**src/common/fpc_params.svh**
```systemverilog
// timing counts and command codes for the feature pin control block
// assumes a single 125 MHz system clock and no software-visible registers
//
// Overview of operation
// - grounded write-protect pin enables write protection
// - erase starts after trigger low 0.8 s
// - activity LED on during host link access
// - erase LED blinks while erase runs
// - LED outputs driven high active, low idle
// - power-connector activity: drive low, else float
// - F1, F3, F4 command sequence also erases
`ifndef FPC_PARAMS_SVH
`define FPC_PARAMS_SVH

// ----------------------------------------------------------------------
// clock and timing
// ----------------------------------------------------------------------
`define FPC_CLK_KHZ          125000
`define FPC_ERASE_HOLD_MS    800
`define FPC_ERASE_HOLD_CYC   (`FPC_ERASE_HOLD_MS * `FPC_CLK_KHZ)
`define FPC_BLINK_HALF_MS    250
`define FPC_BLINK_HALF_CYC   (`FPC_BLINK_HALF_MS * `FPC_CLK_KHZ)
`define FPC_ACT_STRETCH_MS   20
`define FPC_ACT_STRETCH_CYC  (`FPC_ACT_STRETCH_MS * `FPC_CLK_KHZ)
`define FPC_CNT_W            27

// ----------------------------------------------------------------------
// security command codes and pin indices
// ----------------------------------------------------------------------
`define FPC_CMD_SET_PW       8'hF1
`define FPC_CMD_ERASE_PREP   8'hF3
`define FPC_CMD_ERASE_UNIT   8'hF4
`define FPC_PIN_WP           0
`define FPC_PIN_TRIG         1
`define FPC_PIN_RESET_VAL    2'h3

`endif

```
**src/common/fpc_pkg.sv**
```systemverilog
// types shared by the feature pin control modules
// assumes fpc_params.svh supplies the counter width
`include "fpc_params.svh"

package fpc_pkg;

  // main erase state, one-hot
  typedef enum logic [1:0] {
    FPC_ST_IDLE  = 2'b01,
    FPC_ST_ERASE = 2'b10
  } fpc_state_e;

  // progress through the security command sequence, one-hot
  typedef enum logic [2:0] {
    FPC_SEQ_NONE = 3'b001,
    FPC_SEQ_PW   = 3'b010,
    FPC_SEQ_PREP = 3'b100
  } fpc_seq_e;

  typedef logic [`FPC_CNT_W-1:0] fpc_cnt_t;

endpackage

```
**src/common/fpc_sync_if.sv**
```systemverilog
// raw and synchronised low-active feature pins between top and synchroniser
// assumes both ends sit in the sys_clk domain
interface fpc_sync_if;
  logic [1:0] raw_n;
  logic [1:0] sync_n;

  modport filt (input raw_n, output sync_n);
  modport user (output raw_n, input sync_n);
endinterface

```
**src/design/fpc_pin_sync.sv**
```systemverilog
// two-stage synchronisers for the low-active feature inputs
// assumes the pins are quasi-static switches, sampled on sys_clk
module fpc_pin_sync (
  // clock and reset
  input wire logic   sys_clk,
  input wire logic   rst_n,
  // pins
  fpc_sync_if.filt   pins
);

  logic [1:0] meta;
  logic [1:0] stable;

  // ----------------------------------------------------------------------
  // one synchroniser per pin
  // ----------------------------------------------------------------------
  genvar gi;
  generate
    for (gi = 0; gi < 2; gi++) begin : g_sync
      // reset to released so nothing fires at power-up
      always_ff @(posedge sys_clk or negedge rst_n) begin
        if (!rst_n) begin
          meta[gi]   <= 1'b1;
          stable[gi] <= 1'b1;
        end else begin
          meta[gi]   <= pins.raw_n[gi];
          stable[gi] <= meta[gi];
        end
      end
    end
  endgenerate

  assign pins.sync_n = stable;

  // ----------------------------------------------------------------------
  // checks
  // ----------------------------------------------------------------------
  property p_sync_delay;
    @(posedge sys_clk) disable iff (!rst_n)
      $past(rst_n, 2) |-> pins.sync_n == $past(pins.raw_n, 2);
  endproperty
  a_sync_delay: assert property (p_sync_delay) else $error("pin sync latency not two cycles");

endmodule

```
**src/design/fpc_top.sv**
```systemverilog
// feature pin control: write protect, hardware erase trigger, activity LEDs
// assumes switches to ground on inputs, LEDs to ground on outputs, one clock
`include "fpc_params.svh"

module fpc_top #(
  parameter int unsigned ERASE_HOLD_CYC  = `FPC_ERASE_HOLD_CYC,
  parameter int unsigned BLINK_HALF_CYC  = `FPC_BLINK_HALF_CYC,
  parameter int unsigned ACT_STRETCH_CYC = `FPC_ACT_STRETCH_CYC
) (
  // clock and reset
  input  wire logic       sys_clk,
  input  wire logic       rst_n,
  // feature connector inputs, low active
  input  wire logic       wp_pin_n,
  input  wire logic       erase_trig_n,
  // host link events from the controller
  input  wire logic       link_access,
  input  wire logic       cmd_valid,
  input  wire logic [7:0] cmd_code,
  // erase engine handshake
  output logic            erase_start,
  input  wire logic       erase_done,
  output logic            erase_busy,
  // drive state
  output logic            write_protect,
  // indicator outputs
  output logic            dev_act_led,
  output logic            erase_led,
  // power connector activity, open drain
  output logic            pwr_act_o,
  output logic            pwr_act_oe_n
);

  fpc_sync_if            sync_bus ();
  fpc_pkg::fpc_state_e   state;
  fpc_pkg::fpc_seq_e     seq;
  fpc_pkg::fpc_cnt_t     hold_cnt;
  fpc_pkg::fpc_cnt_t     blink_cnt;
  fpc_pkg::fpc_cnt_t     act_cnt;
  logic                  trig_low;
  logic                  trig_armed;
  logic                  pin_start;
  logic                  cmd_start;
  logic                  hold_done;

  // ----------------------------------------------------------------------
  // input synchronisers
  // ----------------------------------------------------------------------
  assign sync_bus.raw_n = {erase_trig_n, wp_pin_n};

  fpc_pin_sync u_sync (
    .sys_clk (sys_clk),
    .rst_n   (rst_n),
    .pins    (sync_bus.filt)
  );

  assign trig_low = !sync_bus.sync_n[`FPC_PIN_TRIG];

  // ----------------------------------------------------------------------
  // write protection
  // ----------------------------------------------------------------------
  // level follows the pin; no latching so the switch can be released
  always_ff @(posedge sys_clk or negedge rst_n) begin
    if (!rst_n) begin
      write_protect <= 1'b0;
    end else begin
      write_protect <= !sync_bus.sync_n[`FPC_PIN_WP];
    end
  end

  // ----------------------------------------------------------------------
  // erase trigger hold timer
  // ----------------------------------------------------------------------
  assign hold_done = (hold_cnt == fpc_pkg::fpc_cnt_t'(ERASE_HOLD_CYC - 1));

  // any glitch high restarts the count from zero
  always_ff @(posedge sys_clk or negedge rst_n) begin
    if (!rst_n) begin
      hold_cnt <= '0;
    end else if (!trig_low || hold_done) begin
      hold_cnt <= '0;
    end else begin
      hold_cnt <= hold_cnt + fpc_pkg::fpc_cnt_t'(1);
    end
  end

  // switch must be released before the next erase, else a held
  // switch would start a new erase each time the last one ends
  always_ff @(posedge sys_clk or negedge rst_n) begin
    if (!rst_n) begin
      trig_armed <= 1'b1;
    end else if (!trig_low) begin
      trig_armed <= 1'b1;
    end else if (hold_done) begin
      trig_armed <= 1'b0;
    end
  end

  assign pin_start = trig_low && hold_done && trig_armed
                     && (state == fpc_pkg::FPC_ST_IDLE);

  // ----------------------------------------------------------------------
  // security command sequence tracker
  // ----------------------------------------------------------------------
  // any other command in between breaks the sequence
  always_ff @(posedge sys_clk or negedge rst_n) begin
    if (!rst_n) begin
      seq <= fpc_pkg::FPC_SEQ_NONE;
    end else if (cmd_valid) begin
      if (cmd_code == `FPC_CMD_SET_PW) begin
        seq <= fpc_pkg::FPC_SEQ_PW;
      end else if (cmd_code == `FPC_CMD_ERASE_PREP && seq == fpc_pkg::FPC_SEQ_PW) begin
        seq <= fpc_pkg::FPC_SEQ_PREP;
      end else begin
        seq <= fpc_pkg::FPC_SEQ_NONE;
      end
    end
  end

  assign cmd_start = cmd_valid && (cmd_code == `FPC_CMD_ERASE_UNIT)
                     && (seq == fpc_pkg::FPC_SEQ_PREP)
                     && (state == fpc_pkg::FPC_ST_IDLE);

  // ----------------------------------------------------------------------
  // erase state machine
  // ----------------------------------------------------------------------
  // both sources lead to the same erase and the same indication
  always_ff @(posedge sys_clk or negedge rst_n) begin
    if (!rst_n) begin
      state       <= fpc_pkg::FPC_ST_IDLE;
      erase_start <= 1'b0;
    end else begin
      erase_start <= 1'b0;
      unique case (state)
        fpc_pkg::FPC_ST_IDLE: begin
          if (pin_start || cmd_start) begin
            state       <= fpc_pkg::FPC_ST_ERASE;
            erase_start <= 1'b1;
          end
        end
        fpc_pkg::FPC_ST_ERASE: begin
          if (erase_done) begin
            state <= fpc_pkg::FPC_ST_IDLE;
          end
        end
      endcase
    end
  end

  assign erase_busy = (state == fpc_pkg::FPC_ST_ERASE);

  // ----------------------------------------------------------------------
  // erase activity blink
  // ----------------------------------------------------------------------
  // lamp goes on at once when erase starts and off when it ends
  always_ff @(posedge sys_clk or negedge rst_n) begin
    if (!rst_n) begin
      blink_cnt <= '0;
      erase_led <= 1'b0;
    end else if (state != fpc_pkg::FPC_ST_ERASE) begin
      blink_cnt <= '0;
      erase_led <= pin_start || cmd_start;
    end else if (erase_done) begin
      blink_cnt <= '0;
      erase_led <= 1'b0;
    end else if (blink_cnt == fpc_pkg::fpc_cnt_t'(BLINK_HALF_CYC - 1)) begin
      blink_cnt <= '0;
      erase_led <= !erase_led;
    end else begin
      blink_cnt <= blink_cnt + fpc_pkg::fpc_cnt_t'(1);
    end
  end

  // ----------------------------------------------------------------------
  // device activity indication
  // ----------------------------------------------------------------------
  // single-cycle accesses are stretched so a lamp is visible at all
  always_ff @(posedge sys_clk or negedge rst_n) begin
    if (!rst_n) begin
      act_cnt     <= '0;
      dev_act_led <= 1'b0;
    end else if (link_access) begin
      act_cnt     <= fpc_pkg::fpc_cnt_t'(ACT_STRETCH_CYC - 1);
      dev_act_led <= 1'b1;
    end else if (act_cnt != '0) begin
      act_cnt     <= act_cnt - fpc_pkg::fpc_cnt_t'(1);
    end else begin
      dev_act_led <= 1'b0;
    end
  end

  // power connector pin only ever pulls low; no pull-up inside
  assign pwr_act_o    = 1'b0;
  assign pwr_act_oe_n = !dev_act_led;

  // ----------------------------------------------------------------------
  // checks
  // ----------------------------------------------------------------------
  int unsigned low_run;

  // consecutive synchronised low cycles, independent of hold_cnt;
  // saturates at the hold count so it never wraps on a stuck switch
  always_ff @(posedge sys_clk or negedge rst_n) begin
    if (!rst_n) begin
      low_run <= 0;
    end else if (!trig_low) begin
      low_run <= 0;
    end else if (low_run < ERASE_HOLD_CYC) begin
      low_run <= low_run + 1;
    end
  end

  property p_wp_follow;
    @(posedge sys_clk) disable iff (!rst_n)
      $past(rst_n, 3) |-> write_protect == !$past(wp_pin_n, 3);
  endproperty
  a_wp_follow: assert property (p_wp_follow) else $error("write protect not tracking pin");

  property p_hold_min;
    @(posedge sys_clk) disable iff (!rst_n)
      pin_start |-> low_run == ERASE_HOLD_CYC - 1;
  endproperty
  a_hold_min: assert property (p_hold_min) else $error("pin erase started before hold time");

  property p_hold_restart;
    @(posedge sys_clk) disable iff (!rst_n)
      !trig_low |=> hold_cnt == '0;
  endproperty
  a_hold_restart: assert property (p_hold_restart) else $error("hold timer not restarted");

  property p_act_on;
    @(posedge sys_clk) disable iff (!rst_n)
      link_access |=> dev_act_led && !pwr_act_oe_n;
  endproperty
  a_act_on: assert property (p_act_on) else $error("activity indicator missed access");

  property p_blink;
    @(posedge sys_clk) disable iff (!rst_n)
      erase_busy && !erase_done && blink_cnt == fpc_pkg::fpc_cnt_t'(BLINK_HALF_CYC - 1)
        |=> erase_led != $past(erase_led);
  endproperty
  a_blink: assert property (p_blink) else $error("erase lamp did not toggle");

  property p_idle_low;
    @(posedge sys_clk) disable iff (!rst_n)
      !erase_busy && !$past(erase_busy) |-> !erase_led;
  endproperty
  a_idle_low: assert property (p_idle_low) else $error("erase lamp lit while idle");

  property p_pwr_od;
    @(posedge sys_clk) disable iff (!rst_n)
      !pwr_act_o && (pwr_act_oe_n == !dev_act_led);
  endproperty
  a_pwr_od: assert property (p_pwr_od) else $error("power activity pin driven wrongly");

  // back-to-back strobes only: a gap window would also accept foreign
  // commands in between, which break the sequence and must not erase
  property p_cmd_erase;
    @(posedge sys_clk) disable iff (!rst_n)
      cmd_valid && cmd_code == `FPC_CMD_SET_PW
      ##1 cmd_valid && cmd_code == `FPC_CMD_ERASE_PREP
      ##1 cmd_valid && cmd_code == `FPC_CMD_ERASE_UNIT && !erase_busy
      |=> erase_busy && erase_start;
  endproperty
  a_cmd_erase: assert property (p_cmd_erase) else $error("command sequence did not erase");

endmodule

```
**config.mk**
```make
export PLATFORM = sky130hd
export DESIGN_NAME = fpc_top
export DESIGN_NICKNAME = d
export VERILOG_FILES = /design/src/common/fpc_pkg.sv /design/src/common/fpc_sync_if.sv /design/src/design/fpc_pin_sync.sv /design/src/design/fpc_top.sv
export VERILOG_INCLUDE_DIRS = /design/src /design/src/common
export SDC_FILE = /design/constraint.sdc
export NUM_CORES = 1
export LEC_CHECK = 0
export BUFFER_PORTS_ARGS = -buffer_cell sky130_fd_sc_hd__buf_2
export CORE_MARGIN = 2
export CORE_UTILIZATION = 61
export DETAILED_ROUTE_END_ITERATION = 10
export PLACE_DENSITY = 0.76
export SLEW_MARGIN = 25
export SYNTH_ARGS = -nofsm -noshare
export SYNTH_HDL_FRONTEND = slang
export SYNTH_HIERARCHICAL = 1
export SYNTH_SLANG_ARGS = --single-unit
```
**constraint.sdc**
```tcl
create_clock -name sys_clk -period 3 [get_ports sys_clk]
set_input_delay 0.45 -clock sys_clk [delete_from_list [all_inputs] [get_ports sys_clk]]
set_output_delay 0.45 -clock sys_clk [all_outputs]
set_load 0.03 [all_outputs]
```
==> results.yml <==
run_status:
  outcome: "finished, final reports clean"
yosys:
  synthArstFlopShare_pct: 100
  synth_top_area_cell: "dfrtp_1"
  synth-seq-cells: 95
  synth_top_area_share_pct: 47.4
  synth_edf_count: 0
  yosysSeqAreaShare_pct: 51.3
  synth_cells: 473
  synth_ff_type: "dfrtp_1"
  ys_types: 53
  yosys_warnings: 6
  synth_area_leaders: "dfrtp_1 (47%), nor2_1 (6.8%), xnor2_1 (6.8%), xor2_1 (4.5%), dfstp_2 (4.0%)"
  syn-num-nets: 491
  synth_area_per_cell_um2: 9.83
  synth.cell_area_um2: 4650
floorplan:
  initial_core_util_pct: 63.4
  fp.dieW_um: 91.3
  io_pins: 22
  die_h_um: 91.3
  die-area_um2: 8330
  num_rows: 31
  design.core.area_um2: 7330
sta:
  slew_viol_final: 0
  grt_setup_unrepaired: "false"
  period_share_pct: 86.0
  clock_skew_ns: 0.0108
  setup_tns_ns: 0
  setup_viol: 0
  finalCriticalPeriod_ns: 2.58
  hold_ws_ns: 0.0721
  fmax_mhz: 388
  relSlewSlack_pct: 47.9
  worst_slew_pin_slew_ns: 0.775
  final-hold-violation-count: 0
worst_setup_path:
  startpoint_type: "flip-flop"
  criticalPathCategory: "reg -> reg"
  cp_data_required_time_ns: 3.26
  arrival_ns: 2.84
  critPathBufInv: 2
  slowest_stage: "nor3_2"
  path_cells: "inv_1, ha_1, nor4b_1, nand3_1, nor3_2, buf_4, nor3_1, o21a_1"
  cp-end-kind: "flip-flop"
  max_stage_delay_ns: 0.54
  crit_family: "simple AND/OR/NAND/NOR gates"
  crit_fanout: 14
drt:
  routed_wl_um: 8500
  via_per_inst: 5.71
  drt_iter0_drc: 199
  num_vias: 3421
  drc: 0
  antenna_left: 0
  firstDrtPassIters: 4
  wl_per_cell_um: 14.2
global_route:
  grt_pass1_vias: 3404
  grt_pass1_wl_um: 15300
  grtUsageTotal_pct: 22.5
  grt_max_degree: 52
  antenna_found_initial: 0
  grt_overflow_total: 0
clocking:
  cts_htree_levels: 3
  cts-resized-gates: 0
  cts_tree: "done"
  cts_root_buffer: "clkbuf_8"
  clock-sinks: 95
  cts_buffer_depth: 2
  cts_buffers: 9
  cts_setup_buffers: 0
  path_clk_slew_ns: 0.09
  clock_latency_ns: 0.37
  cts_hold_buf: 0
cells_and_area:
  nFillCells: 560
  multi_input_area_um2: 2120
  fin_nets: 513
  finalCoreUtilization_pct: 69.6
  drive_gt1_share_pct: 11.8
  diodes: 0
  seqCellArea_um2: 2390
  area_delta_synth_final_pct: 9.83
power_and_ir_drop:
  power_leakage_uw: 0.00200
  power_uw: 2620
  peakVddDrop_v: 0.000253
  power_density_nw_per_um2: 514
hold_path:
  hold_path.class: "in -> async"
placed_design:
  place_congestion: 0.788
  io_buffers: 20
  dp_hpwl_um: 5680
job:
  maxCapViolCount: 0
[cells in the mapped netlist, types with 5 or more instances]
cell and instances:
nor2b_1 8, nor3_1 14, nand4_1 15, a21oi_1 9
inv_1 17, nor2_1 84, and3_1 5, dfrtp_1 88
and4_1 6, nand3_1 27, nand2_1 30, clkbuf_1 5
xor2_1 24, nor4_1 18, xnor2_1 36, or4_1 5
nor4b_1 5, dfstp_2 7, o31ai_1 7, o21ai_0 6
[cells in the final DEF (no fill, tap or decap), drive strengths merged, types with 2 or more instances in the layout]
cell type   n
clkbuf     10
a31oi       2
nor3       15
xnor2      36
bufinv      3
or2         3
a22oi       2
o21a        2
nand4      15
and4b       2
nand3      27
or3         5
inv        19
and4        6
o41ai       2
ha          3
nor2       84
dfstp       7
nor4b       5
xor2       24
or4         7
nand2      30
o31ai       7
and3        5
nor4       21
and2        3
buf        25
mux2i       4
dfrtp      88
a21oi       9
o21ai       6
nor2b       8
[metal layers]
layer / routed length [µm] / global-route usage, % / vias up
met5: 0 / 0 / -
met4: 95 / 7.07 / 0
met3: 317 / 6.31 / 9
met2: 4050 / 36.3 / 59
met1: 4040 / 29.8 / 1660
li1: - / - / 1693
[sequential cells by signal, summed over array words and instances, names as in the netlist, 2 cells and up]
register and count:
blink_cnt 27, seq 3, act_cnt 27, u_sync/meta 2, hold_cnt 27, state 2, u_sync/pins.sync_n 2
[path summary, 6_finish.rpt]
kind	from	endpoint	slack [ns]	cells past startpoint
min in group sys_clk	erase_trig_n	u_sync/meta[1]	0.17	1
max in group asynchronous	rst_n	trig_armed	2.22	2
setup / recovery	act_cnt[0]	act_cnt[5]	0.42	8
hold / removal	rst_n	act_cnt[10]	0.07	1
hold reg to reg	u_sync/meta[0]	u_sync/pins.sync_n[0]	0.36	0
setup reg to reg	act_cnt[0]	act_cnt[5]	0.42	8
[cell type report]
cell class	count	share of cell area [%]
Clock buffer	10	2.70
Clock inverter	6	2.25
Inverter	18	1.32
Multi-Input combinational cell	346	41.6
Sequential cell	95	46.7
Tap cell	99	2.43
Timing Repair Buffer	25	2.99
[metrics by stage]
stage / setup WS (ns) / instances / cell area (µm²)
after floorplan: 0.885 / 473 / 4650
after global placement: 0.588 / 583 / 4850
after detailed placement: 0.453 / 583 / 4850
after CTS: 0.426 / 599 / 5100
after global routing: 0.168 / 599 / 5100
final: 0.419 / 599 / 5100
[where the power goes]
group          total (µW)  switching (µW)  internal [µW]
Sequential           1350            26.8           1320
Clock                1030             449            582
Combinational         243             166           76.3
[logic make-up (layout without fill, tap and decap cells)]
family | after synthesis | count (layout) | synth area share [%]
simple gates | 238 | 238 | 26.5
flops | 95 | 95 | 51.3
other cells | 1 | 1 | 0.0807
xor+xnor | 60 | 60 | 11.3
buf+inv | 32 | 59 | 3.18
compound gates | 39 | 39 | 5.71
fa+ha+maj | 3 | 3 | 0.808
mux | 5 | 5 | 1.10
Power figures use the tool's default switching activity.
